### src/acs_pkg.sv
// ==========================================================
// shared constants for the channel select sequencer
package acs_pkg;
  // control word layout
  localparam int CTRL_W = 8;
  localparam int CHAN_MSB = 5;
  localparam int CHAN_LSB = 3;
  localparam int CHAN_W = CHAN_MSB - CHAN_LSB + 1;
  localparam logic [7:0] CTRL_RST = 8'h00;
  localparam logic [2:0] CHAN_GND = 3'h7;
  // conversion timing in serial clock edges
  localparam logic [4:0] CNT_IDLE = 5'h00;
  localparam logic [4:0] CNT_FIRST = 5'h01;
  localparam logic [4:0] TRACK_LAST = 5'h03;
  localparam logic [4:0] HOLD_FIRST = 5'h04;
  localparam logic [4:0] ZERO_LAST = 5'h04;
  localparam logic [4:0] CAP_RISES = 5'h08;
  localparam logic [4:0] CONV_EDGES = 5'h10;
  // result layout
  localparam int RES_W = 12;
  localparam logic [11:0] SAR_FIRST = 12'h800;
  localparam int FIFO_W = CHAN_W + RES_W;
  localparam int FIFO_DEPTH = 16;
  // conversion phase
  typedef enum logic [1:0] {
    PH_OFF = 2'b00,
    PH_TRACK = 2'b01,
    PH_HOLD = 2'b10,
    PH_DOWN = 2'b11
  } acs_phase_t;
  // bit of the result decided on a given falling edge
  function automatic logic [3:0] acs_bit_idx(input logic [4:0] edge_n);
    logic [4:0] d;
    d = CONV_EDGES - edge_n;
    return d[3:0];
  endfunction
endpackage

### src/acs_top.sv
`timescale 1ns/1ps
`default_nettype none
module acs_top import acs_pkg::*; (
  input wire logic clock_in,
  input wire logic rst_n_in,
  input wire logic ce_in,
  input wire logic sclk_in,
  input wire logic cs_n_in,
  input wire logic din_in,
  input wire logic comp_in,
  output logic dout_out,
  output logic dout_oe_n_out,
  output logic [7:0] mux_sel_out,
  output logic track_out,
  output logic hold_out,
  output logic powered_out,
  output logic [RES_W-1:0] dac_out,
  output logic res_valid_out,
  output logic [FIFO_W-1:0] res_data_out,
  input wire logic res_ready_in,
  output logic res_drop_out
);
  // ==========================================================
  // reset release and pin sampling
  logic [1:0] rst_pipe_q;
  logic rst_n_q;
  logic sclk_s;
  logic cs_n_s;
  logic din_s;
  logic sclk_p_q;
  logic cs_n_p_q;

  // release reset through two flops
  always_ff @(posedge clock_in or negedge rst_n_in) begin
    if (!rst_n_in) begin
      rst_pipe_q <= 2'b00;
    end else begin
      rst_pipe_q <= {rst_pipe_q[0], 1'b1};
    end
  end
  assign rst_n_q = rst_pipe_q[1];

  acs_sync #(.W(3)) u_sync (
    .clock_in(clock_in),
    .rst_n_in(rst_n_q),
    .ce_in(ce_in),
    .d_in({sclk_in, cs_n_in, din_in}),
    .rst_val_in(3'b010),
    .q_out({sclk_s, cs_n_s, din_s})
  );

  // previous samples for edge finding
  always_ff @(posedge clock_in or negedge rst_n_q) begin
    if (!rst_n_q) begin
      sclk_p_q <= 1'b0;
      cs_n_p_q <= 1'b1;
    end else if (ce_in) begin
      sclk_p_q <= sclk_s;
      cs_n_p_q <= cs_n_s;
    end
  end

  // ==========================================================
  // link events
  logic active;
  logic cs_fall;
  logic fall_ev;
  logic rise_ev;

  // a chip select fall with clock low is the first falling edge
  assign active = !cs_n_s;
  assign cs_fall = ce_in && cs_n_p_q && !cs_n_s;
  assign fall_ev = ce_in && active && ((sclk_p_q && !sclk_s) || (cs_fall && !sclk_s));
  assign rise_ev = ce_in && active && !sclk_p_q && sclk_s;

  // ==========================================================
  // edge counters
  logic [4:0] fall_cnt_q;
  logic [4:0] fall_cnt_d;
  logic [4:0] rise_cnt_q;
  logic [4:0] rise_cnt_d;

  // falling edges wrap from sixteen into the next conversion
  always_comb begin
    fall_cnt_d = fall_cnt_q;
    if (!active) begin
      fall_cnt_d = CNT_IDLE;
    end else if (fall_ev) begin
      if (fall_cnt_q == CONV_EDGES || fall_cnt_q == CNT_IDLE) begin
        fall_cnt_d = CNT_FIRST;
      end else begin
        fall_cnt_d = fall_cnt_q + 5'h01;
      end
    end
  end

  // rising edges restart at each frame start
  always_comb begin
    rise_cnt_d = rise_cnt_q;
    if (!active || cs_fall) begin
      rise_cnt_d = CNT_IDLE;
    end
    if (rise_ev) begin
      rise_cnt_d = (rise_cnt_q == CONV_EDGES || cs_fall) ? CNT_FIRST : rise_cnt_q + 5'h01;
    end
  end

  always_ff @(posedge clock_in or negedge rst_n_q) begin
    if (!rst_n_q) begin
      fall_cnt_q <= CNT_IDLE;
      rise_cnt_q <= CNT_IDLE;
    end else if (ce_in) begin
      fall_cnt_q <= fall_cnt_d;
      rise_cnt_q <= rise_cnt_d;
    end
  end

  // ==========================================================
  // control word
  logic [CTRL_W-1:0] shift_q;
  logic [CHAN_W-1:0] chan_addr_q;
  logic [CHAN_W-1:0] chan_q;
  logic [CTRL_W-1:0] word_in;

  assign word_in = {shift_q[CTRL_W-2:0], din_s};

  // shift in msb first, keep only the channel field
  always_ff @(posedge clock_in or negedge rst_n_q) begin
    if (!rst_n_q) begin
      shift_q <= CTRL_RST;
      chan_addr_q <= CTRL_RST[CHAN_MSB:CHAN_LSB];
    end else if (rise_ev && rise_cnt_d <= CAP_RISES) begin
      shift_q <= word_in;
      if (rise_cnt_d == CAP_RISES) begin
        chan_addr_q <= word_in[CHAN_MSB:CHAN_LSB];
      end
    end
  end

  // channel in use is fixed at the first falling edge
  always_ff @(posedge clock_in or negedge rst_n_q) begin
    if (!rst_n_q) begin
      chan_q <= '0;
    end else if (fall_ev && fall_cnt_d == CNT_FIRST) begin
      chan_q <= chan_addr_q;
    end
  end

  // input multiplexer, code seven grounds the sampler
  always_ff @(posedge clock_in or negedge rst_n_q) begin
    if (!rst_n_q) begin
      mux_sel_out <= 8'h01;
    end else if (ce_in) begin
      mux_sel_out <= 8'h01 << chan_q;
    end
  end

  // ==========================================================
  // phase and power
  acs_phase_t phase_q;
  acs_phase_t phase_d;

  always_comb begin
    phase_d = phase_q;
    if (!active) begin
      phase_d = PH_OFF;
    end else if (fall_ev) begin
      case (fall_cnt_d)
        CNT_FIRST, 5'h02, TRACK_LAST: begin
          phase_d = PH_TRACK;
        end
        CONV_EDGES: begin
          phase_d = PH_DOWN;
        end
        default: begin
          phase_d = PH_HOLD;
        end
      endcase
    end
  end

  // phase with its registered outputs
  always_ff @(posedge clock_in or negedge rst_n_q) begin
    if (!rst_n_q) begin
      phase_q <= PH_OFF;
      track_out <= 1'b0;
      hold_out <= 1'b0;
      powered_out <= 1'b0;
    end else if (ce_in) begin
      phase_q <= phase_d;
      track_out <= (phase_d == PH_TRACK);
      hold_out <= (phase_d == PH_HOLD);
      powered_out <= active && (phase_d != PH_DOWN);
    end
  end

  // ==========================================================
  // approximation and serial output
  logic [RES_W-1:0] sar_q;
  logic [RES_W-1:0] sar_d;
  logic [3:0] bidx;

  assign bidx = acs_bit_idx(fall_cnt_d);

  // one bit decided per falling edge, next bit put on trial
  always_comb begin
    sar_d = sar_q;
    if (fall_ev && fall_cnt_d == HOLD_FIRST) begin
      sar_d = SAR_FIRST;
    end else if (fall_ev && fall_cnt_d > HOLD_FIRST) begin
      sar_d[bidx] = comp_in;
      if (bidx != 4'h0) begin
        sar_d[bidx - 4'h1] = 1'b1;
      end
    end
  end

  always_ff @(posedge clock_in or negedge rst_n_q) begin
    if (!rst_n_q) begin
      sar_q <= '0;
    end else if (ce_in) begin
      sar_q <= sar_d;
    end
  end
  assign dac_out = sar_q;

  // leading zeros then result bits on falling edges
  always_ff @(posedge clock_in or negedge rst_n_q) begin
    if (!rst_n_q) begin
      dout_out <= 1'b0;
      dout_oe_n_out <= 1'b1;
    end else if (ce_in) begin
      dout_oe_n_out <= !active;
      if (!active) begin
        dout_out <= 1'b0;
      end else if (fall_ev) begin
        dout_out <= (fall_cnt_d <= ZERO_LAST) ? 1'b0 : comp_in;
      end
    end
  end

  // ==========================================================
  // finished results toward the buffer
  logic push_q;
  logic [FIFO_W-1:0] push_data_q;
  logic fifo_ready;

  always_ff @(posedge clock_in or negedge rst_n_q) begin
    if (!rst_n_q) begin
      push_q <= 1'b0;
      push_data_q <= '0;
      res_drop_out <= 1'b0;
    end else if (ce_in) begin
      push_q <= fall_ev && (fall_cnt_d == CONV_EDGES);
      if (fall_ev && fall_cnt_d == CONV_EDGES) begin
        push_data_q <= {chan_q, sar_d};
      end
      res_drop_out <= push_q && !fifo_ready; // full buffer loses the word
    end
  end

  acs_fifo #(.W(FIFO_W), .DEPTH(FIFO_DEPTH)) u_fifo (
    .clock_in(clock_in),
    .rst_n_in(rst_n_q),
    .ce_in(ce_in),
    .in_valid_in(push_q),
    .in_data_in(push_data_q),
    .in_ready_out(fifo_ready),
    .out_valid_out(res_valid_out),
    .out_data_out(res_data_out),
    .out_ready_in(res_ready_in)
  );

  // ==========================================================
  // checks
  property p_drop_bits;
    @(posedge clock_in) disable iff (!rst_n_q)
    rise_ev && rise_cnt_d == CAP_RISES |=> chan_addr_q == $past(word_in[CHAN_MSB:CHAN_LSB]);
  endproperty
  a_drop_bits: assert property (p_drop_bits) else $error("channel field not taken");

  property p_next_chan;
    @(posedge clock_in) disable iff (!rst_n_q)
    fall_ev && fall_cnt_d == CNT_FIRST |=> chan_q == $past(chan_addr_q);
  endproperty
  a_next_chan: assert property (p_next_chan) else $error("channel not latched");

  property p_mux;
    @(posedge clock_in) disable iff (!rst_n_q)
    ce_in |=> $onehot(mux_sel_out) && mux_sel_out[$past(chan_q)];
  endproperty
  a_mux: assert property (p_mux) else $error("mux select wrong");

  property p_track;
    @(posedge clock_in) disable iff (!rst_n_q)
    fall_ev && fall_cnt_d <= TRACK_LAST |=> track_out && !hold_out;
  endproperty
  a_track: assert property (p_track) else $error("track phase wrong");

  property p_hold;
    @(posedge clock_in) disable iff (!rst_n_q)
    fall_ev && fall_cnt_d >= HOLD_FIRST && fall_cnt_d < CONV_EDGES |=> hold_out && !track_out;
  endproperty
  a_hold: assert property (p_hold) else $error("hold phase wrong");

  property p_reset_word;
    @(posedge clock_in)
    $rose(rst_n_q) |-> chan_addr_q == '0 && chan_q == '0;
  endproperty
  a_reset_word: assert property (p_reset_word) else $error("control word not cleared");

  property p_result;
    @(posedge clock_in) disable iff (!rst_n_q)
    push_q |-> push_data_q[RES_W-1:0] == sar_q;
  endproperty
  a_result: assert property (p_result) else $error("result differs from register");

  property p_power;
    @(posedge clock_in) disable iff (!rst_n_q)
    ce_in && cs_n_s |=> !powered_out ##1 (!ce_in || !powered_out || !cs_n_s);
  endproperty
  a_power: assert property (p_power) else $error("powered with chip select high");

  property p_sleep;
    @(posedge clock_in) disable iff (!rst_n_q)
    fall_ev && fall_cnt_d == CONV_EDGES |=> !powered_out && phase_q == PH_DOWN;
  endproperty
  a_sleep: assert property (p_sleep) else $error("no power down after last edge");

  property p_wrap;
    @(posedge clock_in) disable iff (!rst_n_q)
    fall_ev && active && fall_cnt_q == CONV_EDGES |=> fall_cnt_q == CNT_FIRST;
  endproperty
  a_wrap: assert property (p_wrap) else $error("conversion did not restart");

  property p_late_din;
    @(posedge clock_in) disable iff (!rst_n_q)
    rise_ev && rise_cnt_d > CAP_RISES |=> $stable(shift_q) && $stable(chan_addr_q);
  endproperty
  a_late_din: assert property (p_late_din) else $error("late rising edge captured");

  property p_zeros;
    @(posedge clock_in) disable iff (!rst_n_q)
    fall_ev && fall_cnt_d <= ZERO_LAST |=> !dout_out && !dout_oe_n_out;
  endproperty
  a_zeros: assert property (p_zeros) else $error("leading bit not zero");
endmodule // acs_top
`default_nettype wire

### src/acs_sync.sv
`timescale 1ns/1ps
`default_nettype none
// ==========================================================
// two flop synchroniser for pin inputs
module acs_sync import acs_pkg::*; #(
  parameter int W = 3
) (
  input wire logic clock_in,
  input wire logic rst_n_in,
  input wire logic ce_in,
  input wire logic [W-1:0] d_in,
  input wire logic [W-1:0] rst_val_in,
  output logic [W-1:0] q_out
);
  logic [W-1:0] meta_q;
  logic [W-1:0] sync_q;
  logic seeded_q;
  // first stage read only by second stage
  always_ff @(posedge clock_in or negedge rst_n_in) begin
    if (!rst_n_in) begin
      meta_q <= '0;
      sync_q <= '0;
      seeded_q <= 1'b0;
    end else if (ce_in) begin
      meta_q <= d_in;
      seeded_q <= 1'b1;
      sync_q <= seeded_q ? meta_q : rst_val_in;
    end
  end
  // idle levels until the first sample, so no false chip select fall after reset
  assign q_out = seeded_q ? sync_q : rst_val_in;
endmodule // acs_sync
`default_nettype wire

### src/acs_fifo.sv
`timescale 1ns/1ps
`default_nettype none
// ==========================================================
// result buffer with registered head word
module acs_fifo import acs_pkg::*; #(
  parameter int W = FIFO_W,
  parameter int DEPTH = FIFO_DEPTH
) (
  input wire logic clock_in,
  input wire logic rst_n_in,
  input wire logic ce_in,
  input wire logic in_valid_in,
  input wire logic [W-1:0] in_data_in,
  output logic in_ready_out,
  output logic out_valid_out,
  output logic [W-1:0] out_data_out,
  input wire logic out_ready_in
);
  localparam int AW = $clog2(DEPTH);
  logic [W-1:0] mem_q [DEPTH];
  logic [AW-1:0] wr_q;
  logic [AW-1:0] rd_q;
  logic [AW:0] cnt_q;
  logic ovalid_q;
  logic [W-1:0] odata_q;
  logic push;
  logic pop;
  // pop memory into head register when it is free
  assign push = ce_in && in_valid_in && (cnt_q != (AW + 1)'(DEPTH));
  assign pop = ce_in && (cnt_q != '0) && (!ovalid_q || out_ready_in);
  assign in_ready_out = (cnt_q != (AW + 1)'(DEPTH));
  assign out_valid_out = ovalid_q;
  assign out_data_out = odata_q;
  // storage
  always_ff @(posedge clock_in) begin
    if (push) begin
      mem_q[wr_q] <= in_data_in;
    end
  end
  // pointers and fill count
  always_ff @(posedge clock_in or negedge rst_n_in) begin
    if (!rst_n_in) begin
      wr_q <= '0;
      rd_q <= '0;
      cnt_q <= '0;
    end else begin
      if (push) begin
        wr_q <= wr_q + 1'b1;
      end
      if (pop) begin
        rd_q <= rd_q + 1'b1;
      end
      if (push && !pop) begin
        cnt_q <= cnt_q + 1'b1;
      end else if (pop && !push) begin
        cnt_q <= cnt_q - 1'b1;
      end
    end
  end
  // head register
  always_ff @(posedge clock_in or negedge rst_n_in) begin
    if (!rst_n_in) begin
      ovalid_q <= 1'b0;
      odata_q <= '0;
    end else if (ce_in) begin
      if (pop) begin
        ovalid_q <= 1'b1;
        odata_q <= mem_q[rd_q];
      end else if (out_ready_in) begin
        ovalid_q <= 1'b0;
      end
    end
  end
endmodule // acs_fifo
`default_nettype wire

### config.mk
export PLATFORM = sky130hd
export DESIGN_NAME = acs_top
export DESIGN_NICKNAME = d
export VERILOG_FILES = /design/src/acs_pkg.sv /design/src/acs_top.sv /design/src/acs_sync.sv /design/src/acs_fifo.sv
export SDC_FILE = /design/constraint.sdc
export NUM_CORES = 1
export LEC_CHECK = 0
export BUFFER_PORTS_ARGS = -buffer_cell sky130_fd_sc_hd__buf_2
export CAP_MARGIN = 10
export CORE_MARGIN = 1
export CORE_UTILIZATION = 55
export CTS_CLUSTER_DIAMETER = 150
export DETAILED_ROUTE_END_ITERATION = 12
export GPL_ROUTABILITY_DRIVEN = 0
export PLACE_DENSITY = 0.72
export SLEW_MARGIN = 10
export SYNTH_ARGS = -nofsm -noshare
export SYNTH_HDL_FRONTEND = slang
export SYNTH_SLANG_ARGS = --single-unit
### constraint.sdc
create_clock -name clock_in -period 4.3 [get_ports clock_in]
set_input_delay 0.86 -clock clock_in [delete_from_list [all_inputs] [get_ports clock_in]]
set_output_delay 0.86 -clock clock_in [all_outputs]
set_load 0.1 [all_outputs]
=== After elaboration in Yosys (flattened, before gate mapping) ===
Memory sizes are Yosys's and may differ from the RTL's. A register that Yosys moved wholly into a read port is not among the register bits.
Cells that the tools add are included.

* Input port bits: 8
* Bits in writable memories: 240
* Logic and storage cells: 131
* Bits in registers: 89
* Memories kept: 1
* Output and inout bits: 42

{| class="wikitable"
|+ Memory list
! memory !! depth !! width !! read ports !! clocked after Yosys merged registers in !! wr ports !! line !! source
|-
| u_fifo.mem_q || 16 || 15 || 1 || 1 || 1 || acs_fifo.sv:20 || <nowiki>logic [W-1:0] mem_q [DEPTH];</nowiki>
|}

* Mux-type cells: 28
* Magnitude comparators: 7
* Reductions and logical operators: 48
* $add $sub $neg: 8
* Shifts and indexed selects: 1
* Equality and inequality tests: 12
* Bitwise logic cells: 1

{| class="wikitable"
|+ Operator list
! cell !! number
|-
| 2-to-1 mux 5 bit || 8
|-
| 2-to-1 mux 12 bit || 3
|-
| logical AND 1 bit || 23
|-
| adder 5 x 1 -> 5 bit, second input constant || 3
|-
| == test 5 bit, second input constant || 3
|-
| bitwise mux 12 bit || 1
|-
| OR 12 bit || 1
|-
| == test 5 x 2 -> 1 bit, second input constant || 2
|-
| less-than comparator 4 x 5 -> 1 bit, second input constant || 2
|-
| AND reduction 2 bit || 5
|-
| 2-to-1 mux 1 bit || 9
|-
| adder 4 x 1 -> 4 bit, second input constant || 2
|-
| demux 1 bit (select 4 bit) || 2
|-
| >= comparator 4 x 1 -> 1 bit, second input constant || 2
|-
| logical NOT 1 bit || 8
|-
| << shifter 1 x 3 -> 8 bit, first input constant || 1
|-
| 2-to-1 mux 3 bit || 2
|-
| nonzero test 2 bit || 3
|-
| == test 5 x 1 -> 1 bit, second input constant || 1
|-
| == test 5 x 3 -> 1 bit, second input constant || 1
|-
| == test 5 x 4 -> 1 bit, second input constant || 1
|-
| > comparator 5 x 3 -> 1 bit, second input constant || 1
|-
| less-or-equal comparator 5 x 3 -> 1 bit, second input constant || 1
|-
| less-or-equal comparator 5 x 4 -> 1 bit, second input constant || 1
|-
| 14 further kinds || 19
|}

=== Longest topological paths before layout ===
Gate-level depths: netlist (run 1).

* Depth after elaboration: 18
* Gate-level depth with buffers: 13

=== Modules after synthesis ===
Synthesis (run 1) repeated with hierarchy kept, for this count alone.

* Cell total of the unflattened synthesis: 912
* Area, all modules: 14687.8 µm²

{| class="wikitable"
|+ By module, submodules not included
! module !! sequential area each (µm²) !! area each (µm²) !! cells an instance !! instances
|-
| acs_fifo || 7932.6 || 10556.4 || 495 || 1
|-
| acs_top || 1704.1 || 3781.1 || 392 || 1
|-
| acs_sync || 175.2 || 350.3 || 25 || 1
|}

=== Worst setup path after synthesis (run 1) ===
No wires, ideal clock.

* Path type: reg2reg
* Start point: register u_fifo.cnt_q[0]
* End point: register u_fifo.cnt_q[4]
* Path buffers: 2
* Setup slack: 1.264 ns
* Stages on the path, launching flop included: 14
* Data arrival time: 2.911 ns
* Setup time: 0.125 ns
* Required time: 4.175 ns
* Path through: dfrtp_1 or4_1 o21ai_0 a21o_1 buf_4 buf_2 ha_1 inv_1 fa_1 a21o_1 a21oi_1 xnor2_1 nor2_1 xor2_1

* Word-level cells in the longest chain between the ends: 6
* Elaborated cells on any way between the ends: 14
* Those cells by class: add/sub (2); eq/ne (1); mux (2); reduce/logical (9)

{| class="wikitable"
|+ RTL lines
! item !! line !! source
|-
| from (decl) || acs_fifo.sv:23 || <nowiki>logic [AW:0] cnt_q;</nowiki>
|-
| from (signal assigned) || acs_fifo.sv:54 || <nowiki>cnt_q <= cnt_q + 1'b1;</nowiki>
|-
| from (signal assigned) || acs_fifo.sv:56 || <nowiki>cnt_q <= cnt_q - 1'b1;</nowiki>
|-
| parallel branches: the longest is 6 deep, another holds subtractor 5 x 1 -> 5 bit || - ||
|}

Several ways; the timed one is not identified. The select of a mux whose other input is x is not followed.
A chain may end at the register's enable or synchronous reset.

=== Final worst setup path (run 1) ===
Ends and elaborated chain as after synthesis.

==> results of run 1 <==
layer usage:
metal | track usage, % | routed length [um] | up-vias
li1 | - | - | 3290
met1 | 31.8 | 11900 | 3892
met2 | 38.6 | 14600 | 298
met3 | 4.81 | 2140 | 52
met4 | 6.30 | 584 | 0
met5 | 0 | 0 | -
metrics by stage:
step	instance area, um^2	instances	setup slack, ns
global placement	14800	1167	0.781
detailed placement	14800	1167	0.752
finish	16000	1234	1.07
CTS	16000	1234	1.04
global route	16000	1234	0.844
floorplan	14200	807	1.19
placed cells by master, fill, tap and decap left out, types with 12 or more instances in the layout:
master / netlist / routed
buf_4: 7 / 17
a21oi_1: 17 / 17
and2_1: 17 / 17
clkbuf_16: 0 / 40
inv_1: 32 / 32
mux4_2: 75 / 75
nand2b_1: 12 / 12
o22ai_1: 12 / 12
buf_2: 12 / 49
nand2_1: 39 / 39
nor2_1: 18 / 18
mux2_2: 32 / 32
edfxtp_1: 240 / 240
dfrtp_1: 102 / 99
o21ai_0: 28 / 28
ha_1: 13 / 13
path summary, 6_finish.rpt:
kind / from / slack [ns] / end
worst max-delay path: u_fifo.cnt_q[0] / 1.07 / u_fifo.cnt_q[4]
worst min-delay path: rst_n_in / 0.12 / rst_pipe_q[1]
worst max register to register: u_fifo.cnt_q[0] / 1.07 / u_fifo.cnt_q[4]
worst min register to register: rst_pipe_q[0] / 0.36 / rst_pipe_q[1]
max in group asynchronous: rst_pipe_q[1] / 2.82 / u_fifo.out_data_out[13]
min in group clock_in: rst_pipe_q[0] / 0.36 / rst_pipe_q[1]
cell usage after synthesis (5+ instances only):
cell      count  area [um^2]
buf_1         5         18.8
nand3_1       7         35.0
o22ai_1      12         75.1
buf_2        12         60.1
mux2i_1       6         60.1
a21oi_1      17         85.1
nand2_1      39          146
dfrtp_1     102         2550
mux4_2       75         1690
xnor2_1      11         96.3
edfxtp_1    240         7210
mux2_2       32          360
o21ai_0      28          140
inv_1        32          120
nand2b_1     12         75.1
ha_1         13          163
o21a_1        5         37.5
nor3_1        8         40.0
and2_1       17          106
nor2_1       18         67.6
xor2_1        5         43.8
a211oi_1      6         45.0
nor2b_1       7         43.8
and3_1        6         37.5
clkbuf_1     11         41.3
buf_4         7         52.6
layout make-up:
class,instances,area [um^2]
Clock inverter,16,181
Inverter,32,120
Timing Repair Buffer,67,393
Fill cell,1762,9210
Multi-Input combinational cell,394,4040
Tap cell,330,413
Clock buffer,51,1080
Sequential cell,344,9820
worst max-delay path: stages, from the launching register on:
cell     delay, ns
dfrtp_1       0.45
or4_1         0.55
o21ai_0       0.24
a21o_1        0.12
buf_4         0.30
ha_1          0.25
inv_1         0.11
fa_1          0.41
a21o_1        0.17
a21oi_1       0.17
xnor2_1       0.13
nor2_1        0.06
xor2_1        0.14
report_power, final:
group / switching (mW) / internal, mW / total, mW
sequential: 0.354 / 3.66 / 4.01
combinational: 0.880 / 0.584 / 1.46
clock: 1.25 / 2.00 / 3.25
total: 2.48 / 6.25 / 8.73
state kept, by name, indices dropped and copies added, names as in the netlist, 3 cells and up:
signal	count
u_fifo.out_data_out	15
u_sync.sync_q	3
mux_sel_out	8
u_fifo.cnt_q	5
dac_out	12
push_data_q	15
u_fifo.wr_q	4
shift_q	5
chan_q	3
u_fifo.rd_q	4
chan_addr_q	3
rise_cnt_q	5
u_sync.meta_q	3
u_fifo.mem_q	240
fall_cnt_q	5
cell families (layout without fill, tap and decap cells):
group,count (synthesis),in the layout
and+or+nand+nor,142,142
muxes,119,119
xor gates and xnor gates,17,17
DFF,344,344
adders and majority gates,14,14
other,1,1
buffers and inverters,69,166
AOI/OAI and AO/OA,101,101
==> run summary, run 1 <==
outcome: finished, final reports clean
final slew viol count: 0
Die Y-Extent: 162 um
sequential area share after synthesis: 69.3%
H-tree levels: 2
Gate Count Post-Synth: 807
post-synthesis adder-cell area fraction: 1.29%
setup TNS: 0 ns
Post-synth EDFFs: 240
final period utilization: 75.1%
Min Clock Period, post-route: 3.23 ns
syn_area_per_cell: 17.6 um^2
most common flop cell mapped by yosys: edfxtp_1
clock buffer depth: 3
maximum VDD drop: 0.564 mV
global-route wire length before repair: 45700 um
IO Count: 50
Post-CTS Setup Bufs: 0
post_cts resized: 0
Setup crit end kind: flip-flop
Diodes inserted: 0
Worst-Skew Late Latency: 0.52 ns
Post-Synth XOR/XNOR Area: 1.15%
DR vias: 7532
# clock sinks: 344
Compound-Gate Fraction of Synth Area: 4.75%
crit path max fanout: 19
post-layout util: 63.6%
Via-to-Cell Ratio: 6.10
Max Clock Skew: 0.0117 ns
Syn Nets: 829
leak pwr: 6.27 nW
final setup vio count: 0
Worst-path clk slew: 0.06 ns
unrepaired setup endpoints after global routing: no
DRC viols: 0
DRT Pass-1 Iters: 5
Synth Area in Simple Gates: 5.79%
actual slew at the worst max-slew pin: 1.02 ns
WS Path Type: flip-flop to flip-flop
synthesized flop and latch total: 344
hold slack: 0.120 ns
synth warn: 0
Distinct cells, synth: 73
initial core utilization: 56.1%
Max-slew headroom: 31.8%
WL final: 29200 um
Final HPWL DP: 17600 um
area of the core: 0.0253 mm^2
Synth Cell Area: 0.0142 mm^2
CP startpoint kind: flip-flop
largest family of logic cells by synthesized area: multiplexers
Starting DRT DRC Count: 632
number of buffers created by CTS: 37
Arr. time, crit path: 3.63 ns
Hold Crit Class: input port to asynchronous set/reset pin
Tot GR Track Use: 23.4%
area delta synth->final: 13.3%
Final #Nets: 898
share of layout cells above drive strength 1: 28.5%
FMAX: 0.310 GHz
largest net degree at the start of global routing: 68
power per cell area: 544 mW/mm^2
Port Buffers: 49
mux contribution to synthesized area: 15.5%
die area: 0.0264 mm^2
total power: 8.73 mW
CTS tree: built
gr ovfl total: 0
Antenna Nets Post-Route: 0
row cnt: 58
Post-synth ARST share: 30.2%
hold-fix buffer count after cts: 0
initial antenna violation count: 0
Die W: 162 um
worst endpoint required time: 4.70 ns
vias in the first global route: 7800
R2R cell count: 12
Max Cap Viol: 0
Final Hold Viols: 0
Clock Tree Root: clkbuf_16
post-DR wirelength/cell: 23.7 um
Power figures use the tool's default switching activity.
==> run 2: changes to the inputs <==
--- a/config.mk
+++ b/config.mk
@@ -12,7 +12,7 @@
 export CTS_CLUSTER_DIAMETER = 150
 export DETAILED_ROUTE_END_ITERATION = 12
 export GPL_ROUTABILITY_DRIVEN = 0
-export PLACE_DENSITY = 0.72
+export PLACE_DENSITY = 0.75
 export SLEW_MARGIN = 10
 export SYNTH_ARGS = -nofsm -noshare
 export SYNTH_HDL_FRONTEND = slang
==> constraint.sdc (replaced) <==
create_clock -name clock_in -period 2.9 [get_ports clock_in]
set_input_delay 0.58 -clock clock_in [delete_from_list [all_inputs] [get_ports clock_in]]
set_output_delay 0.58 -clock clock_in [all_outputs]
set_load 0.1 [all_outputs]
==> run summary, run 2 (synthesized netlist as in run 1, its figures left out) <==
outcome: finished, final reports clean
Setup crit end kind: flip-flop
final slew viol count: 0 (unchanged)
power per cell area: 780 mW/mm^2 (+43%)
number of flip-flops in the largest register: 240 (unchanged)
vias in the first global route: 7754 (-0.59%)
initial core utilization: 56.1% (unchanged)
Port Buffers: 49 (unchanged)
Final Hold Viols: 0 (unchanged)
Worst-path clk slew: 0.06 ns (about the same)
DRC viols: 0 (unchanged)
most common cell after layout, fill and taps aside: edfxtp_1
number of buffers created by CTS: 35 (-5.4%)
Worst-Skew Late Latency: 0.52 ns (about the same)
Via-to-Cell Ratio: 6.00 (-1.8%)
row cnt: 58 (unchanged)
hold slack: 0.243 ns (+0.123 ns)
Starting DRT DRC Count: 501 (-21%)
die area: 0.0264 mm^2 (unchanged)
Die W: 162 um (unchanged)
Max-slew headroom: 58.5% (+27 points)
final period utilization: 93.4% (+18 points)
share of layout cells above drive strength 1: 30.6% (+2.0 points)
unrepaired setup endpoints after global routing: no
Antenna Nets Post-Route: 0 (unchanged)
dpl ws: 0.0911 ns (-0.661 ns)
leak pwr: 6.34 nW (+1.1%)
Final #Nets: 921 (+2.6%)
Hold Crit Class: flip-flop to asynchronous set/reset pin
Crit-path slowest cell: or4_1
number of fill cells in the layout: 1752 (-0.57%)
Arr. time, crit path: 3.11 ns (-0.52 ns)
area of the core: 0.0253 mm^2 (unchanged)
Clock Tree Root: clkbuf_16
initial antenna violation count: 0 (unchanged)
clock buffer depth: 3 (unchanged)
# clock sinks: 344 (unchanged)
FMAX: 0.369 GHz (+19%)
area delta synth->final: 14.0%
Die Y-Extent: 162 um (unchanged)
CP Cell Sequence: or4_1 > o21ai_2 > a21o_1 > ha_1 > inv_1 > fa_2 > a21o_1 > a21oi_1 > xnor2_1 > nor2_1 > xor2_1
Tot GR Track Use: 23.1% (-0.21 points)
CTS tree: built
Max Clock Skew: 0.0127 ns (+0.00102 ns)
largest net degree at the start of global routing: 53 (-22%)
Diodes inserted: 0 (unchanged)
Final HPWL DP: 17200 um (-2.3%)
CP startpoint kind: flip-flop
global-route wire length before repair: 45000 um (-1.5%)
DRT Pass-1 Iters: 5 (unchanged)
setup TNS: 0 ns (unchanged)
Min Clock Period, post-route: 2.71 ns (-0.522 ns)
crit path max fanout: 5 (-14)
IO Count: 50 (unchanged)
worst endpoint required time: 3.30 ns (-1.40 ns)
Final WS setup: 0.192 ns (-0.878 ns)
WS Path Type: flip-flop to flip-flop
H-tree levels: 2 (unchanged)
gr ovfl total: 0 (unchanged)
DR vias: 7532 (unchanged)
final setup vio count: 0 (unchanged)
maximum VDD drop: 0.763 mV (+35%)
most frequent cells in the layout: edfxtp_1, dfrtp_1, mux4_2
Max Cap Viol: 0 (unchanged)
Max stage delay on crit path: 0.53 ns (-0.02 ns)
CP dominant cell by count: a21o_1
post-DR wirelength/cell: 23.0 um (-2.8%)
actual slew at the worst max-slew pin: 0.623 ns (-0.400 ns)
WL final: 28900 um (-1.1%)
Biggest register: u_fifo.mem_q
## run 2: cell count changes in the layout (fill, tap and decap cells not counted), moves of 3 or more
cell and change:
clkinv_1 -3, clkinv_2 +3, clkbuf_16 -4, buf_4 +20
buf_12 +4, bufinv_16 -3
## run 2: path summary, 6_finish.rpt
| path | start | to | slack (ns) | cells after the start |
|---|---|---|---|---|
| setup / recovery | u_fifo.cnt_q[1] | u_fifo.cnt_q[4] | 0.19 | 11 |
| hold reg to reg | rst_pipe_q[1] | u_fifo.cnt_q[3] | 0.24 | 0 |
| setup reg to reg | u_fifo.cnt_q[1] | u_fifo.cnt_q[4] | 0.19 | 11 |
| max in group asynchronous | rst_pipe_q[1] | push_q | 1.96 | 1 |
| hold / removal | rst_pipe_q[1] | u_fifo.cnt_q[3] | 0.24 | 0 |
| min in group clock_in | cs_n_in | u_sync.meta_q[1] | 0.29 | 2 |
## run 2: worst max-delay path, delay by kind of cell (launching register included)
| kind | cells | cell delay [ns] |
|---|---|---|
| AOI/OAI and AO/OA | 4 | 0.62 |
| xor gates and xnor gates | 2 | 0.27 |
| adders and majority gates | 2 | 0.55 |
| buffers and inverters | 1 | 0.10 |
| DFF | 1 | 0.44 |
| and+or+nand+nor | 2 | 0.60 |
## run 2: area by class of cell
cell class	count	area [um^2]	share of cell area, %
sequential	344	9820	60.8
multi-input combinational	394	4040	25.0
clock buffer	50	1000	6.22
timing repair buffer	92	633	3.92
tap	330	413	2.56
inverter	32	120	0.744
clock inverter	14	110	0.682
## run 2: repair_timing
item                                    4_1_cts  5_1_grt
hold buffers                                  1        0
endpoints found under the hold margin         2        0
setup buffers                                 0        2
gates resized for setup                       0        3
endpoints found under the setup margin        0        1
## run 2: stage by stage
step                util (%)  instances  instance area [um^2]  power, mW
floorplan                  -        807                 14200       7.77
global placement        59.4       1189                 15000       8.33
detailed placement      59.4       1189                 15000       8.36
CTS                     63.8       1254                 16100       12.7
global route            63.9       1256                 16100       13.1
finish                  63.9       1256                 16100       12.6
## run 2: where the power goes
group          leakage, nW  switching [mW]  total (mW)  internal [mW]
Sequential            3.85           0.282        5.71           5.43
Combinational         1.94            1.58        2.55          0.972
Clock                0.550            1.81        4.33           2.51
Total                 6.34            3.68        12.6           8.91
## run 2: layer usage
metal	global-route usage (%)	vias up	part of all wire, %
met2	37.9	282	49
met4	7.33	0	2.2
met5	0	-	0
met3	3.69	44	6.3
li1	-	3327	-
met1	32.1	3879	42
==> run 3: changes to the inputs <==
--- a/config.mk
+++ b/config.mk
@@ -12,7 +12,7 @@
 export CTS_CLUSTER_DIAMETER = 150
 export DETAILED_ROUTE_END_ITERATION = 12
 export GPL_ROUTABILITY_DRIVEN = 0
-export PLACE_DENSITY = 0.75
+export PLACE_DENSITY = 0.72
 export SLEW_MARGIN = 10
 export SYNTH_ARGS = -nofsm -noshare
 export SYNTH_HDL_FRONTEND = slang
==> constraint.sdc (replaced) <==
create_clock -name clock_in -period 3.1 [get_ports clock_in]
set_input_delay 0.62 -clock clock_in [delete_from_list [all_inputs] [get_ports clock_in]]
set_output_delay 0.62 -clock clock_in [all_outputs]
set_load 0.1 [all_outputs]
==> run summary, run 3 (synthesized netlist as in run 1, its figures left out) <==
outcome: finished, final reports clean
Worst-Skew Late Latency: 0.51 ns (about the same)
global-route wire length before repair: 46500 um (+3.4%)
H-tree levels: 2 (unchanged)
number of buffers created by CTS: 36 (+2.9%)
Die Y-Extent: 162 um (unchanged)
gr ovfl total: 0 (unchanged)
clock buffer depth: 3 (unchanged)
Comb pwr share: 18.9% (-1.4 points)
CTS tree: built
FMAX: 0.347 GHz (-6.1%)
hold slack: 0.345 ns (+0.102 ns)
Final #Nets: 917 (-0.43%)
sequential power share: 45.3% (about the same)
WL final: 29200 um (+1.2%)
actual slew at the worst max-slew pin: 1.01 ns (+0.384 ns)
Final WS setup: 0.216 ns (+0.0236 ns)
Max Cap Viol: 0 (unchanged)
Final HPWL DP: 18000 um (+4.8%)
vias in the first global route: 7997 (+3.1%)
power per cell area: 736 mW/mm^2 (-5.6%)
Max Clock Skew: 0.0159 ns (+0.00321 ns)
leak pwr: 6.36 nW (+0.30%)
DRC viols: 0 (unchanged)
final slew viol count: 0 (unchanged)
Antenna Nets Post-Route: 0 (unchanged)
DRT Pass-1 Iters: 5 (unchanged)
crit path max fanout: 5 (unchanged)
most common cell after layout, fill and taps aside: edfxtp_1
Tot GR Track Use: 23.7% (+0.60 points)
largest net degree at the start of global routing: 54 (+1.9%)
Clock Tree Root: clkbuf_16
area of the core: 0.0253 mm^2 (unchanged)
final setup vio count: 0 (unchanged)
Worst-path clk slew: 0.06 ns (about the same)
Die W: 162 um (unchanged)
row cnt: 58 (unchanged)
setup TNS: 0 ns (unchanged)
CP startpoint kind: flip-flop
number of flip-flops in the largest register: 240 (unchanged)
sw frac: 28.6% (-0.56 points)
Min Clock Period, post-route: 2.88 ns (+0.176 ns)
Arr. time, crit path: 3.27 ns (+0.16 ns)
IO Count: 50 (unchanged)
die area: 0.0264 mm^2 (unchanged)
design area: 0.0162 mm^2 (+0.43%)
DP Area: 0.0150 mm^2 (+0.10%)
# clock sinks: 344 (unchanged)
Final Hold Viols: 0 (unchanged)
share of layout cells above drive strength 1: 29.8% (-0.77 points)
dpl ws: 0.179 ns (+0.0879 ns)
Internal: 8.52 mW (-4.4%)
area delta synth->final: 14.5%
DR vias: 7613 (+1.1%)
Max-slew headroom: 32.9% (-26 points)
maximum VDD drop: 0.574 mV (-25%)
Diodes inserted: 0 (unchanged)
Post-CTS Setup Bufs: 0 (unchanged)
post-DR wirelength/cell: 23.3 um (+1.5%)
unrepaired setup endpoints after global routing: no
Starting DRT DRC Count: 553 (+10%)
initial core utilization: 56.1% (unchanged)
Via-to-Cell Ratio: 6.08 (+1.3%)
Hold Crit Class: input port to flip-flop
Setup crit end kind: flip-flop
worst endpoint required time: 3.48 ns (+0.18 ns)
Port Buffers: 49 (unchanged)
WS Path Type: flip-flop to flip-flop
clock network fraction of design power: 35.8% (+1.4 points)
final period utilization: 93.0% (-0.33 points)
Biggest register: u_fifo.mem_q
Psw: 3.42 mW (-7.0%)
most frequent cells in the layout: edfxtp_1, dfrtp_1, mux4_2
initial antenna violation count: 0 (unchanged)
total power: 11.9 mW (-5.2%)
[run 3: cell count changes in the layout (fill, tap and decap cells not counted), moves of 2 or more]
cell	previous run	this run
bufinv_16	1	4
clkbuf_1	9	12
clkbuf_16	36	38
buf_4	37	29
clkbuf_8	5	0
buf_12	5	8
[run 3: power groups by stage]
stage	clock [mW]	sequential [mW]	combinational, mW
4_1_cts	4.36	5.41	2.29
3_5_place_dp	0	5.50	2.27
3_3_place_gp	0	5.49	2.23
2_1_floorplan	0	5.90	1.36
5_1_grt	4.54	5.45	2.41
6_report	4.28	5.40	2.26
[run 3: stage by stage]
stage / util [%] / std cells
2_1_floorplan: - / 807
3_3_place_gp: 59.4 / 1186
3_5_place_dp: 59.4 / 1186
4_1_cts: 64.2 / 1253
5_1_grt: 64.2 / 1253
6_report: 64.2 / 1253
[run 3: path summary, 6_finish.rpt]
path / start / endpoint / slack, ns / depth (start not counted)
worst max register to register: u_fifo.cnt_q[0] / u_fifo.cnt_q[4] / 0.22 / 11
worst max-delay path: u_fifo.cnt_q[0] / u_fifo.cnt_q[4] / 0.22 / 11
worst min register to register: rst_pipe_q[0] / rst_pipe_q[1] / 0.35 / 0
worst min-delay path: sclk_in / u_sync.meta_q[2] / 0.34 / 2
max in group asynchronous: rst_pipe_q[1] / mux_sel_out[0] / 1.94 / 1
min in group asynchronous: rst_pipe_q[1] / u_fifo.cnt_q[0] / 0.38 / 0
[run 3: layout make-up]
class / instances / area, um^2
inverter: 32 / 120
multi-input combinational: 394 / 4040
fill: 1732 / 9040
tap: 330 / 413
sequential: 344 / 9820
clock inverter: 16 / 191
clock buffer: 50 / 996
timing repair buffer: 87 / 633
[run 3: critical path, cell delays in order, from the launching register on]
cell and delay (ns):
dfrtp_1 0.45, or4_1 0.56, o21ai_2 0.15, a21o_1 0.15, ha_1 0.20, inv_1 0.11
fa_1 0.42, a21o_1 0.18, a21oi_1 0.19, xnor2_1 0.15, nor2_1 0.07, xor2_1 0.14
[run 3: repair_timing]
action,in CTS,in global routing
hold buffers,1,0
setup endpoints to repair,0,1
endpoints found under the hold margin,2,0
gates resized for setup,0,2
[run 3: per-layer routing]
metal	share of wire [%]	vias to the layer above	track usage (%)
li1	-	3318	-
met1	41	3906	32.2
met2	48	323	38.9
met3	6.8	66	4.23
met4	3.4	0	8.66
met5	0	-	0
